`config.mk`:
```
export PLATFORM = sky130hd
export DESIGN_NAME = pii_port_input_unit
export DESIGN_NICKNAME = d
export VERILOG_FILES = /design/src/pii_in_sync.v /design/src/pii_regfile.v /design/src/pii_port_input_unit.v
export VERILOG_INCLUDE_DIRS = /design/src
export SDC_FILE = /design/constraint.sdc
export NUM_CORES = 1
export LEC_CHECK = 0
export BUFFER_PORTS_ARGS = -buffer_cell sky130_fd_sc_hd__buf_2
export CORE_MARGIN = 4
export CORE_UTILIZATION = 45
export CTS_CLUSTER_SIZE = 10
export DETAILED_ROUTE_END_ITERATION = 10
export GPL_TIMING_DRIVEN = 0
export PLACE_DENSITY = 0.66
export RECOVER_POWER = 25
export SLEW_MARGIN = 30
export SYNTH_ARGS = -nofsm -noshare
export SYNTH_HDL_FRONTEND = slang
export SYNTH_SLANG_ARGS = --single-unit
```
`constraint.sdc`:
```
create_clock -name ref_clk_in -period 4.85 [get_ports ref_clk_in]
set_input_delay 0.2425 -clock ref_clk_in [delete_from_list [all_inputs] [get_ports ref_clk_in]]
set_output_delay 0.2425 -clock ref_clk_in [all_outputs]
set_load 0.005 [all_outputs]
```
`src/pii_map.vh`:
```
`ifndef PII_MAP_VH
`define PII_MAP_VH

// Opcodes
`define PII_OP_IN_A_N 8'hDB
`define PII_OP_INR_MASK 8'hC7
`define PII_OP_INR_MATCH 8'h40
`define PII_OP_BLK_INC_ONE 8'hA2
`define PII_OP_BLK_INC_RPT 8'hB2
`define PII_OP_BLK_DEC_ONE 8'hAA
`define PII_OP_BLK_DEC_RPT 8'hBA
`define PII_OP_DIR_BIT 3
`define PII_OP_RPT_BIT 4
`define PII_OP_DST_HI 5
`define PII_OP_DST_LO 3

// Register codes of the destination field
`define PII_REG_B 3'h0
`define PII_REG_C 3'h1
`define PII_REG_D 3'h2
`define PII_REG_E 3'h3
`define PII_REG_H 3'h4
`define PII_REG_L 3'h5
`define PII_REG_F 3'h6
`define PII_REG_A 3'h7

// Flag bit positions
`define PII_FLG_S 7
`define PII_FLG_Z 6
`define PII_FLG_H 4
`define PII_FLG_PV 2
`define PII_FLG_N 1
`define PII_FLG_C 0

// Machine cycle lengths in T-states
`define PII_T_FETCH 3'h4
`define PII_T_FETCH2_BLK 3'h5
`define PII_T_OPND 3'h3
`define PII_T_IO_SINGLE 3'h4
`define PII_T_IO_BLK 3'h3
`define PII_T_MEMW_BLK 3'h4
`define PII_T_RPT 3'h5

// Machine cycle indices
`define PII_M_FIRST 3'h0
`define PII_M_SECOND 3'h1
`define PII_M_THIRD 3'h2
`define PII_M_FOURTH 3'h3
`define PII_M_FIFTH 3'h4

// Refresh T-states inside the repeat cycle
`define PII_RFSH_T0 3'h1
`define PII_RFSH_T1 3'h3

// Timing
`define PII_T_STATE_NS 16
`define PII_CLK_NS 4

`define PII_BYTE_ZERO 8'h00
`define PII_BYTE_ONE 8'h01
`define PII_WORD_ZERO 16'h0000
`define PII_WORD_ONE 16'h0001

`endif

```
`src/pii_in_sync.v`:
```
`timescale 1ns/100ps
`default_nettype none
`include "pii_map.vh"

module pii_in_sync #(
  parameter WIDTH = 8
) (
  input wire ref_clk_in,
  input wire srst_in,
  input wire [WIDTH-1:0] async_in,
  output wire [WIDTH-1:0] sync_out
);

  reg [WIDTH-1:0] ff1_r;
  reg [WIDTH-1:0] ff2_r;
  reg [WIDTH-1:0] ff3_r;
  reg [WIDTH-1:0] stable_r;

  // Value only moves once the last two stages agree
  always @(posedge ref_clk_in) begin
    if (srst_in) begin
      ff1_r <= {WIDTH{1'b0}};
      ff2_r <= {WIDTH{1'b0}};
      ff3_r <= {WIDTH{1'b0}};
      stable_r <= {WIDTH{1'b0}};
    end else begin
      ff1_r <= async_in;
      ff2_r <= ff1_r;
      ff3_r <= ff2_r;
      if (ff2_r == ff3_r) begin
        stable_r <= ff3_r;
      end
    end
  end

  assign sync_out = stable_r;

endmodule // pii_in_sync
`default_nettype wire

```
`src/pii_regfile.v`:
```
`timescale 1ns/100ps
`default_nettype none
`include "pii_map.vh"

module pii_regfile (
  input wire ref_clk_in,
  input wire srst_in,
  input wire wr_en_in,
  input wire [2:0] wr_sel_in,
  input wire [7:0] wr_data_in,
  input wire cnt_wr_in,
  input wire [7:0] cnt_data_in,
  input wire [15:0] ptr_data_in,
  input wire flag_wr_in,
  input wire [7:0] flag_data_in,
  output wire [7:0] a_out,
  output wire [7:0] b_out,
  output wire [7:0] c_out,
  output wire [7:0] d_out,
  output wire [7:0] e_out,
  output wire [7:0] h_out,
  output wire [7:0] l_out,
  output wire [7:0] f_out
);

  wire [63:0] q_all;

  genvar gi;
  generate
    for (gi = 0; gi < 8; gi = gi + 1) begin : g_reg
      reg [7:0] q_r;
      reg [7:0] q_nxt;
      always @* begin
        q_nxt = q_r;
        if (wr_en_in && (wr_sel_in == gi)) begin
          q_nxt = wr_data_in;
        end
        // Block transfer updates override the generic port
        if (cnt_wr_in && (gi == `PII_REG_B)) begin
          q_nxt = cnt_data_in;
        end
        if (cnt_wr_in && (gi == `PII_REG_H)) begin
          q_nxt = ptr_data_in[15:8];
        end
        if (cnt_wr_in && (gi == `PII_REG_L)) begin
          q_nxt = ptr_data_in[7:0];
        end
        if (flag_wr_in && (gi == `PII_REG_F)) begin
          q_nxt = flag_data_in;
        end
      end
      always @(posedge ref_clk_in) begin
        if (srst_in) begin
          q_r <= `PII_BYTE_ZERO;
        end else begin
          q_r <= q_nxt;
        end
      end
      assign q_all[gi*8 +: 8] = q_r;
    end
  endgenerate

  assign b_out = q_all[8*`PII_REG_B +: 8];
  assign c_out = q_all[8*`PII_REG_C +: 8];
  assign d_out = q_all[8*`PII_REG_D +: 8];
  assign e_out = q_all[8*`PII_REG_E +: 8];
  assign h_out = q_all[8*`PII_REG_H +: 8];
  assign l_out = q_all[8*`PII_REG_L +: 8];
  assign f_out = q_all[8*`PII_REG_F +: 8];
  assign a_out = q_all[8*`PII_REG_A +: 8];

endmodule // pii_regfile
`default_nettype wire

```
`src/pii_port_input_unit.v`:
```
`timescale 1ns/100ps
`default_nettype none
`include "pii_map.vh"

module pii_port_input_unit #(
  parameter T_STATE_NS = `PII_T_STATE_NS,
  parameter CLK_NS = `PII_CLK_NS
) (
  input wire ref_clk_in,
  input wire srst_in,
  input wire start_in,
  input wire prefix_in,
  input wire [7:0] opcode_in,
  input wire [7:0] operand_in,
  input wire int_req_in,
  input wire [7:0] io_data_in,
  input wire reg_load_in,
  input wire [2:0] reg_load_sel_in,
  input wire [7:0] reg_load_data_in,
  output wire busy_out,
  output reg done_out,
  output reg pc_dec2_out,
  output reg int_ack_out,
  output reg [15:0] addr_out,
  output reg io_rd_out,
  output reg mem_wr_out,
  output reg [7:0] mem_data_out,
  output reg m1_out,
  output reg rfsh_out,
  output wire [7:0] a_out,
  output wire [7:0] b_out,
  output wire [7:0] c_out,
  output wire [7:0] d_out,
  output wire [7:0] e_out,
  output wire [7:0] h_out,
  output wire [7:0] l_out,
  output wire [7:0] f_out
);

  // One T-state is a whole number of system clocks, rounded up
  localparam integer T_CLKS_RAW = (T_STATE_NS + CLK_NS - 1) / CLK_NS;
  localparam integer T_CLKS = (T_CLKS_RAW < 1) ? 1 : T_CLKS_RAW;
  localparam integer T_CLK_LAST_I = T_CLKS - 1;
  localparam [7:0] T_CLK_LAST = T_CLK_LAST_I[7:0];

  localparam ST_IDLE = 1'b0;
  localparam ST_RUN = 1'b1;

  localparam [1:0] CL_IN_A = 2'h0;
  localparam [1:0] CL_IN_R = 2'h1;
  localparam [1:0] CL_BLK = 2'h2;
  localparam [1:0] CL_NONE = 2'h3;

  localparam [2:0] K_FETCH = 3'h0;
  localparam [2:0] K_OPND = 3'h1;
  localparam [2:0] K_IO = 3'h2;
  localparam [2:0] K_MEMW = 3'h3;
  localparam [2:0] K_RPT = 3'h4;

  function [1:0] op_class;
    input pfx;
    input [7:0] op;
    begin
      if (!pfx && op == `PII_OP_IN_A_N) begin
        op_class = CL_IN_A;
      end else if (pfx && ((op & `PII_OP_INR_MASK) == `PII_OP_INR_MATCH)) begin
        op_class = CL_IN_R;
      end else if (pfx && (op == `PII_OP_BLK_INC_ONE || op == `PII_OP_BLK_INC_RPT ||
                           op == `PII_OP_BLK_DEC_ONE || op == `PII_OP_BLK_DEC_RPT)) begin
        op_class = CL_BLK;
      end else begin
        op_class = CL_NONE;
      end
    end
  endfunction

  // Kind and T length of machine cycle m, per instruction class
  function [5:0] phase_info;
    input [1:0] cls;
    input [2:0] m;
    begin
      phase_info = {K_FETCH, `PII_T_FETCH};
      case (cls)
        CL_IN_A: begin
          if (m == `PII_M_SECOND) phase_info = {K_OPND, `PII_T_OPND};
          else if (m == `PII_M_THIRD) phase_info = {K_IO, `PII_T_IO_SINGLE};
        end
        CL_IN_R: begin
          if (m == `PII_M_THIRD) phase_info = {K_IO, `PII_T_IO_SINGLE};
        end
        default: begin
          if (m == `PII_M_SECOND) phase_info = {K_FETCH, `PII_T_FETCH2_BLK};
          else if (m == `PII_M_THIRD) phase_info = {K_IO, `PII_T_IO_BLK};
          else if (m == `PII_M_FOURTH) phase_info = {K_MEMW, `PII_T_MEMW_BLK};
          else if (m == `PII_M_FIFTH) phase_info = {K_RPT, `PII_T_RPT};
        end
      endcase
    end
  endfunction

  reg state_r;
  reg [1:0] cls_r;
  reg [7:0] op_r;
  reg [7:0] opnd_r;
  reg [2:0] m_r;
  reg [2:0] t_r;
  reg [7:0] clk_r;
  reg [7:0] io_byte_r;

  wire [7:0] io_sync;
  wire [5:0] info = phase_info(cls_r, m_r);
  wire [2:0] kind = info[5:3];
  wire [2:0] len = info[2:0];
  wire tick_end = (clk_r == T_CLK_LAST);
  wire m_end = (state_r == ST_RUN) && tick_end && (t_r == len - 3'h1);
  wire [1:0] start_cls = op_class(prefix_in, opcode_in);
  wire accept = (state_r == ST_IDLE) && start_in && (start_cls != CL_NONE);
  wire op_dec = op_r[`PII_OP_DIR_BIT];
  wire op_rpt = op_r[`PII_OP_RPT_BIT];
  wire [2:0] dst = op_r[`PII_OP_DST_HI:`PII_OP_DST_LO];
  wire [15:0] ptr = {h_out, l_out};
  // Counter wraps from zero, so a zero start runs 256 transfers
  wire [7:0] cnt_dec = b_out - `PII_BYTE_ONE;
  wire [15:0] ptr_nxt = op_dec ? (ptr - `PII_WORD_ONE) : (ptr + `PII_WORD_ONE);
  wire more = op_rpt && (cnt_dec != `PII_BYTE_ZERO);

  reg rf_wr_en;
  reg [2:0] rf_wr_sel;
  reg [7:0] rf_wr_data;
  reg cnt_wr;
  reg flag_wr;
  reg [7:0] flag_data;
  reg [15:0] addr_nxt;

  pii_in_sync #(
    .WIDTH(8)
  ) u_data_sync (
    .ref_clk_in(ref_clk_in),
    .srst_in(srst_in),
    .async_in(io_data_in),
    .sync_out(io_sync)
  );

  pii_regfile u_regs (
    .ref_clk_in(ref_clk_in),
    .srst_in(srst_in),
    .wr_en_in(rf_wr_en),
    .wr_sel_in(rf_wr_sel),
    .wr_data_in(rf_wr_data),
    .cnt_wr_in(cnt_wr),
    .cnt_data_in(cnt_dec),
    .ptr_data_in(ptr_nxt),
    .flag_wr_in(flag_wr),
    .flag_data_in(flag_data),
    .a_out(a_out),
    .b_out(b_out),
    .c_out(c_out),
    .d_out(d_out),
    .e_out(e_out),
    .h_out(h_out),
    .l_out(l_out),
    .f_out(f_out)
  );

  // Writeback at the end of the I/O or memory cycle
  always @* begin
    rf_wr_en = 1'b0;
    rf_wr_sel = reg_load_sel_in;
    rf_wr_data = reg_load_data_in;
    cnt_wr = 1'b0;
    flag_wr = 1'b0;
    flag_data = f_out;
    if (state_r == ST_IDLE) begin
      rf_wr_en = reg_load_in;
    end else if (m_end && kind == K_IO && cls_r == CL_IN_A) begin
      rf_wr_en = 1'b1;
      rf_wr_sel = `PII_REG_A;
      rf_wr_data = io_sync;
    end else if (m_end && kind == K_IO && cls_r == CL_IN_R) begin
      // Code 110 has no register behind it: flags only
      rf_wr_en = (dst != `PII_REG_F);
      rf_wr_sel = dst;
      rf_wr_data = io_sync;
      flag_wr = 1'b1;
      flag_data[`PII_FLG_S] = io_sync[7];
      flag_data[`PII_FLG_Z] = (io_sync == `PII_BYTE_ZERO);
      flag_data[`PII_FLG_H] = 1'b0;
      flag_data[`PII_FLG_PV] = ~^io_sync;
      flag_data[`PII_FLG_N] = 1'b0;
    end else if (m_end && kind == K_MEMW) begin
      cnt_wr = 1'b1;
      flag_wr = 1'b1;
      // Undefined flags are simply left as they were
      flag_data[`PII_FLG_Z] = (cnt_dec == `PII_BYTE_ZERO);
      flag_data[`PII_FLG_N] = 1'b1;
    end
  end

  always @* begin
    addr_nxt = `PII_WORD_ZERO;
    if (state_r == ST_RUN && kind == K_IO) begin
      if (cls_r == CL_IN_A) begin
        addr_nxt = {a_out, opnd_r};
      end else begin
        addr_nxt = {b_out, c_out};
      end
    end else if (state_r == ST_RUN && kind == K_MEMW) begin
      addr_nxt = ptr;
    end
  end

  always @(posedge ref_clk_in) begin
    if (srst_in) begin
      state_r <= ST_IDLE;
      cls_r <= CL_IN_A;
      op_r <= `PII_BYTE_ZERO;
      opnd_r <= `PII_BYTE_ZERO;
      m_r <= `PII_M_FIRST;
      t_r <= 3'h0;
      clk_r <= 8'h00;
      io_byte_r <= `PII_BYTE_ZERO;
      done_out <= 1'b0;
      pc_dec2_out <= 1'b0;
      int_ack_out <= 1'b0;
    end else begin
      done_out <= 1'b0;
      pc_dec2_out <= 1'b0;
      int_ack_out <= 1'b0;
      case (state_r)
        ST_IDLE: begin
          if (accept) begin
            state_r <= ST_RUN;
            cls_r <= start_cls;
            op_r <= opcode_in;
            opnd_r <= operand_in;
            m_r <= `PII_M_FIRST;
            t_r <= 3'h0;
            clk_r <= 8'h00;
          end
        end
        default: begin
          clk_r <= tick_end ? 8'h00 : clk_r + 8'h01;
          if (tick_end) begin
            t_r <= m_end ? 3'h0 : t_r + 3'h1;
          end
          if (m_end) begin
            m_r <= m_r + 3'h1;
            if (kind == K_IO) begin
              io_byte_r <= io_sync;
              if (cls_r != CL_BLK) begin
                state_r <= ST_IDLE;
                done_out <= 1'b1;
              end
            end else if (kind == K_MEMW && !more) begin
              state_r <= ST_IDLE;
              done_out <= 1'b1;
            end else if (kind == K_RPT) begin
              pc_dec2_out <= 1'b1;
              // Between bytes is the only safe point to break a long transfer
              if (int_req_in) begin
                int_ack_out <= 1'b1;
                state_r <= ST_IDLE;
                done_out <= 1'b1;
              end else begin
                m_r <= `PII_M_FIRST;
              end
            end
          end
        end
      endcase
    end
  end

  // Bus strobes registered, so they trail the phase by one clock
  always @(posedge ref_clk_in) begin
    if (srst_in) begin
      addr_out <= `PII_WORD_ZERO;
      io_rd_out <= 1'b0;
      mem_wr_out <= 1'b0;
      mem_data_out <= `PII_BYTE_ZERO;
      m1_out <= 1'b0;
      rfsh_out <= 1'b0;
    end else begin
      addr_out <= addr_nxt;
      io_rd_out <= (state_r == ST_RUN) && (kind == K_IO);
      mem_wr_out <= (state_r == ST_RUN) && (kind == K_MEMW);
      mem_data_out <= io_byte_r;
      m1_out <= (state_r == ST_RUN) && (kind == K_FETCH);
      rfsh_out <= (state_r == ST_RUN) && (kind == K_RPT) &&
                  (t_r == `PII_RFSH_T0 || t_r == `PII_RFSH_T1);
    end
  end

  assign busy_out = (state_r == ST_RUN);

endmodule // pii_port_input_unit
`default_nettype wire

```
* After elaboration in Yosys (flattened, before gate mapping)
Index checks and enable logic that the tools add are counted.
Widths: inputs -> output; s select.
** Word-level totals
- Output and inout port bits :: 96
- Register bits :: 166
** Operators by class
- Bitwise logic cells :: 3
- Equality and inequality tests :: 35
- Mux-type cells :: 78
- Reduce and logical (&&, ||, !) cells :: 53
- Add/subtract/negate cells :: 7
** Operators with widths (number)
- $mux 8 :: 14
- $mux 16 :: 4
- $eq 8x8->1 const B :: 5
- $mux 3 :: 13
- $mux 1 :: 34
- $mux 6 :: 5
- $logic_and 1x1->1 :: 26
- $eq 3x2->1 const B :: 7
- $eq 3x3->1 const B :: 6
- $add 16x1->16 const B :: 1
- $logic_not 8->1 :: 2
- $sub 16x1->16 const B :: 1
- $mux 2 :: 6
- $pmux 6 s2 :: 1
- $reduce_bool 2->1 :: 5
- $eq 3x1->1 const B :: 3
- $add 8x1->8 const B :: 1
- $eq 8x2->1 const B :: 1
- $eq 8x8->1 :: 1
- $ne 2x2->1 const B :: 4
- $reduce_and 2->1 :: 4
- $reduce_and 4->1 :: 2
- $reduce_bool 8->1 :: 1
- $reduce_xnor 8->1 :: 1
- other kinds (18) :: 28

* Logic depth before layout (Yosys ltp)
- Depth after elaboration :: 18
- Gate-level depth with buffers :: 14
- Gate-level depth less buffers :: 13

* Hierarchy
A second synthesis with hierarchy kept.
** Second synthesis, totals
- Cells, all modules :: 855
- Area, all modules :: 7968.9 um^2
** Modules (own cells, without submodules)
- pii_port_input_unit :: cells each 464, times used 1, area an instance 4060.1 um^2, seq. area each 1341.3 um^2
- pii_regfile :: cells each 296, times used 1, area an instance 2831.5 um^2, seq. area each 1281.2 um^2
- pii_in_sync :: cells each 95, times used 1, area an instance 1077.3 um^2, seq. area each 640.6 um^2

* Worst setup path after synthesis
Ideal clock, no wire load.
- Kind :: flip-flop to flip-flop
- Start :: reg m_r[1]
- End :: reg u_regs.g_reg[0].q_r[0], in the netlist u_regs.b_out[0]
- Required time :: 4716 ps
- Path slack :: 1183 ps
- Arrival :: 3533 ps
- Period minus slack after synthesis :: 3667 ps
- Stages on the path, launching flop included :: 15
- Path buffers :: 1
- Path through :: dfxtp_1 inv_1 ha_1 or3b_1 a21oi_1 inv_1 ha_1 xnor2_1 nand4b_1 or4_1 or4_1 clkbuf_1 mux2_2 o31ai_1 a211oi_1
** On the way
- Word-level cells in the longest chain between the ends :: 17
- Elaborated cells between the ends (all ways) :: 38
- Those cells by class :: add/sub (1); eq/ne (7); mux (22); reduce/logical (8)
** Ends and longest elaborated chain
- start, declared :: RTL line pii_port_input_unit.v:105 : reg [2:0] m_r;
- start signal, assigned :: RTL line pii_port_input_unit.v:218 : m_r <= `PII_M_FIRST;
- start signal, assigned :: RTL line pii_port_input_unit.v:236 : m_r <= `PII_M_FIRST;
- start signal, assigned :: RTL line pii_port_input_unit.v:247 : m_r <= m_r + 3'h1;
- $eq 3x3->1 (no source line)
- $mux 6 :: RTL line pii_port_input_unit.v:95 : else if (m == `PII_M_FIFTH) phase_info = {K_RPT, `PII_T_RPT};
- $mux 6 :: RTL line pii_port_input_unit.v:94 : else if (m == `PII_M_FOURTH) phase_info = {K_MEMW, `PII_T_MEMW_BLK};
- $mux 6 :: RTL line pii_port_input_unit.v:93 : else if (m == `PII_M_THIRD) phase_info = {K_IO, `PII_T_IO_BLK};
- $mux 6 :: RTL line pii_port_input_unit.v:92 : if (m == `PII_M_SECOND) phase_info = {K_FETCH, `PII_T_FETCH2_BLK};
- $pmux 6 s2 (*) :: RTL line pii_port_input_unit.v:83 : case (cls)
- $sub 3x1->3 :: RTL line pii_port_input_unit.v:115 : wire m_end = (state_r == ST_RUN) && tick_end && (t_r == len - 3'h1);
- $eq 3x3->1 :: RTL line pii_port_input_unit.v:115
- $logic_and 1x1->1 :: RTL line pii_port_input_unit.v:115
- $logic_and 1x1->1 :: RTL line pii_port_input_unit.v:175, pii_port_input_unit.v:179
- $logic_and 1x1->1 :: RTL line pii_port_input_unit.v:179 : end else if (m_end && kind == K_IO && cls_r == CL_IN_R) begin
- $mux 3 :: RTL line pii_port_input_unit.v:179
- $mux 3 :: RTL line pii_port_input_unit.v:175 : end else if (m_end && kind == K_IO && cls_r == CL_IN_A) begin
- $mux 3 :: RTL line pii_port_input_unit.v:173 : if (state_r == ST_IDLE) begin
- $logic_not 3->1 :: RTL line pii_regfile.v:35 : if (wr_en_in && (wr_sel_in == gi)) begin
- $logic_and 1x1->1 :: RTL line pii_regfile.v:35
- $reduce_bool 2->1 (no source line)
- end signal, assigned :: RTL line pii_regfile.v:54 : q_r <= `PII_BYTE_ZERO;
- end signal, assigned :: RTL line pii_regfile.v:56 : q_r <= q_nxt;
- end, declared :: RTL line pii_regfile.v:31 : reg [7:0] q_r;
Every way passes the cells marked *; elsewhere a longest branch is shown, timed or not. The select of a mux whose other input is x is not followed.
A chain may end at the register's enable or synchronous reset.

* Worst setup path after layout
- Start :: reg m_r[1]
- End :: reg u_regs.g_reg[7].q_r[0], in the netlist u_regs.a_out[0]
** On the way
- Word-level cells in the longest chain between the ends :: 16
- Elaborated cells between the ends (all ways) :: 29
- Those cells by class :: add/sub (1); eq/ne (7); mux (16); reduce/logical (5)
** Ends and longest elaborated chain (RTL line)
- $eq 3x3->1 (no source line)
- $mux 6 :: pii_port_input_unit.v:95
- $mux 6 :: pii_port_input_unit.v:94
- $mux 6 :: pii_port_input_unit.v:93
- $mux 6 :: pii_port_input_unit.v:92
- $pmux 6 s2 (*) :: pii_port_input_unit.v:83
- $sub 3x1->3 :: pii_port_input_unit.v:115
- $eq 3x3->1 :: pii_port_input_unit.v:115
- $logic_and 1x1->1 :: pii_port_input_unit.v:115
- $logic_and 1x1->1 (*) :: pii_port_input_unit.v:175, pii_port_input_unit.v:179
- $logic_and 1x1->1 :: pii_port_input_unit.v:179
- $mux 3 :: pii_port_input_unit.v:179
- $mux 3 :: pii_port_input_unit.v:175
- $mux 3 :: pii_port_input_unit.v:173
- $eq 3x3->1 :: pii_regfile.v:35
- $logic_and 1x1->1 :: pii_regfile.v:35
- end signal, assigned :: pii_regfile.v:54
- end signal, assigned :: pii_regfile.v:56
- end, declared :: pii_regfile.v:31
Every way passes the cells marked *; elsewhere a longest branch is shown, timed or not.

==> tab_implementation.tex <==
\begin{tabular}{lr}
\hline
Metric & Value \\
\hline
\multicolumn{2}{l}{\textbf{Timing}} \\
Hold slack & $\sim$0.015 ns \\
Highest achievable clock rate & 0.223 GHz \\
RSZ-0062 raised after global routing & false \\
Worst rel slew slack & about a third \\
Final setup fails & 0 \\
Time the worst path needs with I/O delays and setup & $\sim$4.5 ns \\
Share of the clock period used by the worst path & 92.6\% \\
Worst slew pin tran & 0.965 ns \\
Sum Neg Setup Slack & 0 ns \\
Clock Skew & about 0.013 ns \\
Final Slew Violations & 0 \\
Fin. Hold Viols & 0 \\
\multicolumn{2}{l}{\textbf{Worst setup path}} \\
CP Data Required Time & around 5.2 ns \\
Arrival time reported for the critical path endpoint & slightly below 5 ns \\
CP delay by family, top & simple AND/OR/NAND/NOR gates \\
Reg-to-reg slack, setup & roughly 0.36 ns \\
Type of element launching the critical path & flop \\
FF-to-FF path depth & 12 \\
Count of buffering cells on the critical path with inverters included & 2 \\
Slowest cell delay on critical path & $\sim$0.9 ns \\
Setup crit end kind & flop \\
Cells along the critical path & inv\_1, ha\_1, or3b\_1, a21oi\_1, inv\_1, ha\_1, xnor2\_1, nand4b\_1, nor4\_4, mux2i\_1, o211a\_2, mux2i\_1 \\
Critical path class & flop to flop \\
Critical R2R Capture & u\_regs.a\_out[0]\$\_SDFFE\_PP0P\_ \\
Crit path max fanout & 10 \\
Cell with the largest stage delay on the worst path & sky130\_fd\_sc\_hd\_\_mux2i\_1 \\
Origin of the critical flop-to-flop path & m\_r[1]\$\_SDFFE\_PP0P\_ \\
\multicolumn{2}{l}{\textbf{Min path}} \\
Classification of the worst-slack hold path & input pin to flop \\
End of the worst hold path & u\_data\_sync.ff1\_r[7]\$\_SDFF\_PP0\_ \\
Cell count of the worst hold path & 2 \\
Hold Startpoint & io\_data\_in[7] \\
\multicolumn{2}{l}{\textbf{Power and ir drop}} \\
Power spent charging and discharging nets & 745 µW \\
Clock power share & between 40\% and 50\% \\
Reg power frac & between 40 and 50\% \\
Combinational fraction of design power & roughly 7.0\% \\
Switching Fraction & 25.5\% \\
Power per cell area & 316 mW/mm² \\
Cell-internal power & $\sim$2200 µW \\
Max VDD drop & between 0.2 and 0.3 mV \\
Leakage power & between 0.004 and 0.005 µW \\
\multicolumn{2}{l}{\textbf{Layout}} \\
Count of nets after finishing & around 1100 \\
Number of cells in the finished layout apart from fillers & $\sim$1300 \\
Layout area overhead & 19.6\% \\
Proportion of layout cells with a drive suffix above 1 & between 10\% and 20\% \\
\multicolumn{2}{l}{\textbf{Synth}} \\
Top cells by instance count after synthesis & sky130\_fd\_sc\_hd\_\_dfxtp\_1, sky130\_fd\_sc\_hd\_\_nor3\_1, sky130\_fd\_sc\_hd\_\_mux2i\_1, sky130\_fd\_sc\_hd\_\_nand2\_1, sky130\_fd\_sc\_hd\_\_nor2\_1 \\
Count of flip-flops with a built-in enable after synthesis & 0 \\
Fraction of synthesized cell area taken by the top area cell type & 42.1\% \\
Synthesized area & 0.00775 mm² \\
Largest cells by area after synthesis & sky130\_fd\_sc\_hd\_\_dfxtp\_1, sky130\_fd\_sc\_hd\_\_mux2i\_1, sky130\_fd\_sc\_hd\_\_ha\_1 \\
Share of flip-flops with an asynchronous set or reset after synthesis & 0\% \\
Number of warning messages in the yosys log & 0 \\
Flops \& latches, synth & approximately 160 \\
Post-Syn Area per Cell & roughly 9.0 µm² \\
Synth unique cells & 66 \\
Cell taking the most area after synthesis & sky130\_fd\_sc\_hd\_\_dfxtp\_1 \\
Dominant cell by count in the synthesized netlist & sky130\_fd\_sc\_hd\_\_dfxtp\_1 \\
Gate count of the mapped netlist & 863 \\
Share of the yosys chip area belonging to registers & a little over two fifths \\
Nets in the synthesized netlist & between 900 and 1000 \\
Primary FF master, synth & sky130\_fd\_sc\_hd\_\_dfxtp\_1 \\
\multicolumn{2}{l}{\textbf{Detailed routing}} \\
Number of nets with antenna violations after detailed routing & 0 \\
DRC & 0 \\
Via Count & between 7000 and 8000 \\
Post-detailed-route wirelength per cell & approximately 18 µm \\
Drt first pass iters & 5 \\
Starting DRT DRC Count & 491 \\
Post-detailed-routing wire length & 23.0 mm \\
Per-cell via count in the routed design & $\sim$5.6 \\
\multicolumn{2}{l}{\textbf{Clock network}} \\
Level count of the clock H-tree & 4 \\
Hold Buf Count CTS & 0 \\
Total clock sinks & $\sim$160 \\
Total setup buffers inserted after CTS & 0 \\
Clock Tree Root & sky130\_fd\_sc\_hd\_\_clkbuf\_16 \\
Largest buffer count on any clock path & 2 \\
Clock edge transition at the registers on the reported setup and hold paths & around 0.07 ns \\
Resize count post-CTS & 0 \\
Clock tree from TritonCTS & yes \\
CTS buffer count & 17 \\
Worst-skew pair later-pin latency & between 0.4 and 0.5 ns \\
\multicolumn{2}{l}{\textbf{Run status}} \\
Run status & finished, final reports clean \\
\multicolumn{2}{l}{\textbf{Job}} \\
Count of maximum capacitance violations & 0 \\
\multicolumn{2}{l}{\textbf{Global route}} \\
Wire length of the first global-routing pass & about 37 mm \\
Via count of the first global-routing pass & $\sim$7000 \\
Total gr overflow & 0 \\
Global Route Usage Sum & between 20\% and 30\% \\
Largest net degree at the start of global routing & 20 \\
Initial antenna violation count & 2 \\
\multicolumn{2}{l}{\textbf{Die}} \\
Floorplan row count & 47 \\
Core ar. & $\sim$0.017 mm² \\
Initial cell density of the core & between 40\% and 50\% \\
Height of the chip & about 140 µm \\
Die outline width & 139 µm \\
Area of the die & a little under 0.02 mm² \\
IO Count & around 140 \\
\multicolumn{2}{l}{\textbf{Placed design}} \\
Placed Cells incl. Taps & 1219 \\
PortBufs & about 140 \\
Sum of net half-perimeters after detailed placement & approximately 17 mm \\
Final GP Congestion & roughly 0.9 \\
\hline
\end{tabular}
## worst max-delay path by stage
| stage | start | to | slack (ns) | cells after the start |
|---|---|---|---|---|
| 2_1_floorplan | m_r[1]$_SDFFE_PP0P_ | u_regs.b_out[0]$_SDFFE_PP0P_ | 1.18 | 14 |
| 3_3_place_gp | m_r[1]$_SDFFE_PP0P_ | u_regs.a_out[6]$_SDFFE_PP0P_ | 0.44 | 12 |
| 3_5_place_dp | m_r[0]$_SDFFE_PP0P_ | u_regs.a_out[0]$_SDFFE_PP0P_ | 0.42 | 11 |
| 4_1_cts | m_r[1]$_SDFFE_PP0P_ | u_regs.a_out[0]$_SDFFE_PP0P_ | 0.38 | 12 |
| 5_1_grt | m_r[1]$_SDFFE_PP0P_ | u_regs.a_out[6]$_SDFFE_PP0P_ | 0.06 | 12 |
| 6_report | m_r[1]$_SDFFE_PP0P_ | u_regs.a_out[0]$_SDFFE_PP0P_ | 0.36 | 12 |
## state kept, by name, indices dropped and copies added (netlist names), 3 cells and up
signal	cells
clk_r	8
opnd_r	8
u_data_sync.ff1_r	8
u_regs.a_out	8
u_regs.l_out	8
u_data_sync.sync_out	8
u_data_sync.ff2_r	8
t_r	3
addr_out	16
op_r	3
u_regs.d_out	8
m_r	3
u_regs.e_out	8
u_regs.c_out	8
mem_data_out	8
u_regs.f_out	8
io_byte_r	8
u_regs.b_out	8
u_regs.h_out	8
u_data_sync.ff3_r	8
## cell families (layout without fill, tap and decap cells)
group                    Yosys count  in the layout  synth area share [%]
AO/OA/AOI/OAI                    160            160                  13.2
XOR/XNOR                          27             27                  3.05
adder cells (fa/ha/maj)           31             31                  5.10
buffers and inverters             69            236                  3.73
flip-flops                       163            163                  42.1
multiplexers                      80             80                  10.5
other                              0              2                     0
AND/OR/NAND/NOR                  333            333                  22.3
## power groups by stage
stage / Combinational, µW / Sequential [µW] / Clock (µW)
after floorplan: 122 / 1410 / 0
after global placement: 200 / 1410 / 0
after detailed placement: 202 / 1410 / 0
after CTS: 203 / 1380 / 1350
after global routing: 224 / 1390 / 1410
final: 205 / 1390 / 1330
## through the flow
step	total power, µW	util [%]	cell area [µm²]	worst slack [ns]
after floorplan	1530	-	7750	1.18
after global placement	1610	52.1	8700	0.442
after detailed placement	1620	52.1	8700	0.425
after CTS	2940	55.6	9280	0.383
after global routing	3020	55.5	9270	0.0555
final	2930	55.5	9270	0.358
## layout make-up
cell class | count | area [µm²]
Antenna cell | 2 | 5.00
Timing Repair Buffer | 136 | 659
Clock buffer | 18 | 439
Inverter | 26 | 97.6
Buffer | 43 | 191
Clock inverter | 13 | 140
Tap cell | 220 | 275
Fill cell | 1582 | 7430
Multi-Input combinational cell | 631 | 4200
Sequential cell | 163 | 3260
## layout by cell type (no fill, tap or decap), types with 5 or more instances in the layout
cell | Yosys | routed
sky130_fd_sc_hd__ha_1 | 30 | 30
sky130_fd_sc_hd__clkbuf_16 | 0 | 17
sky130_fd_sc_hd__o21ai_0 | 38 | 38
sky130_fd_sc_hd__mux2i_1 | 68 | 68
sky130_fd_sc_hd__nand4b_1 | 6 | 6
sky130_fd_sc_hd__nand3_1 | 19 | 19
sky130_fd_sc_hd__xor2_1 | 12 | 12
sky130_fd_sc_hd__nor2b_1 | 42 | 42
sky130_fd_sc_hd__inv_6 | 0 | 6
sky130_fd_sc_hd__or4_1 | 7 | 7
sky130_fd_sc_hd__mux2_2 | 12 | 12
sky130_fd_sc_hd__dfxtp_1 | 163 | 163
sky130_fd_sc_hd__buf_2 | 3 | 122
sky130_fd_sc_hd__clkbuf_1 | 34 | 51
sky130_fd_sc_hd__buf_4 | 5 | 5
sky130_fd_sc_hd__a21oi_1 | 50 | 50
sky130_fd_sc_hd__and3_1 | 11 | 11
sky130_fd_sc_hd__a21o_1 | 5 | 5
sky130_fd_sc_hd__inv_1 | 25 | 25
sky130_fd_sc_hd__nand2_1 | 64 | 64
sky130_fd_sc_hd__or3_1 | 11 | 11
sky130_fd_sc_hd__nor3b_1 | 5 | 5
sky130_fd_sc_hd__nor2_1 | 61 | 61
sky130_fd_sc_hd__nor4_1 | 7 | 7
sky130_fd_sc_hd__a31oi_1 | 6 | 6
sky130_fd_sc_hd__a211oi_1 | 6 | 6
sky130_fd_sc_hd__xnor2_1 | 15 | 15
sky130_fd_sc_hd__o22ai_1 | 7 | 7
sky130_fd_sc_hd__nand4_1 | 6 | 6
sky130_fd_sc_hd__nor3_1 | 73 | 73
## per-layer routing
| layer | wire [µm] | global-route usage [%] | part of all wire (%) | vias up |
|---|---|---|---|---|
| met5 | 0 | 0 | 0 | - |
| met4 | 501 | 8.08 | 2.2 | 0 |
| met3 | 1700 | 5.11 | 7.4 | 37 |
| met2 | 10600 | 36.6 | 46 | 267 |
| met1 | 10300 | 32.2 | 45 | 3289 |
| li1 | - | - | - | 3419 |
No activity file was read; power rests on OpenSTA's default activity.
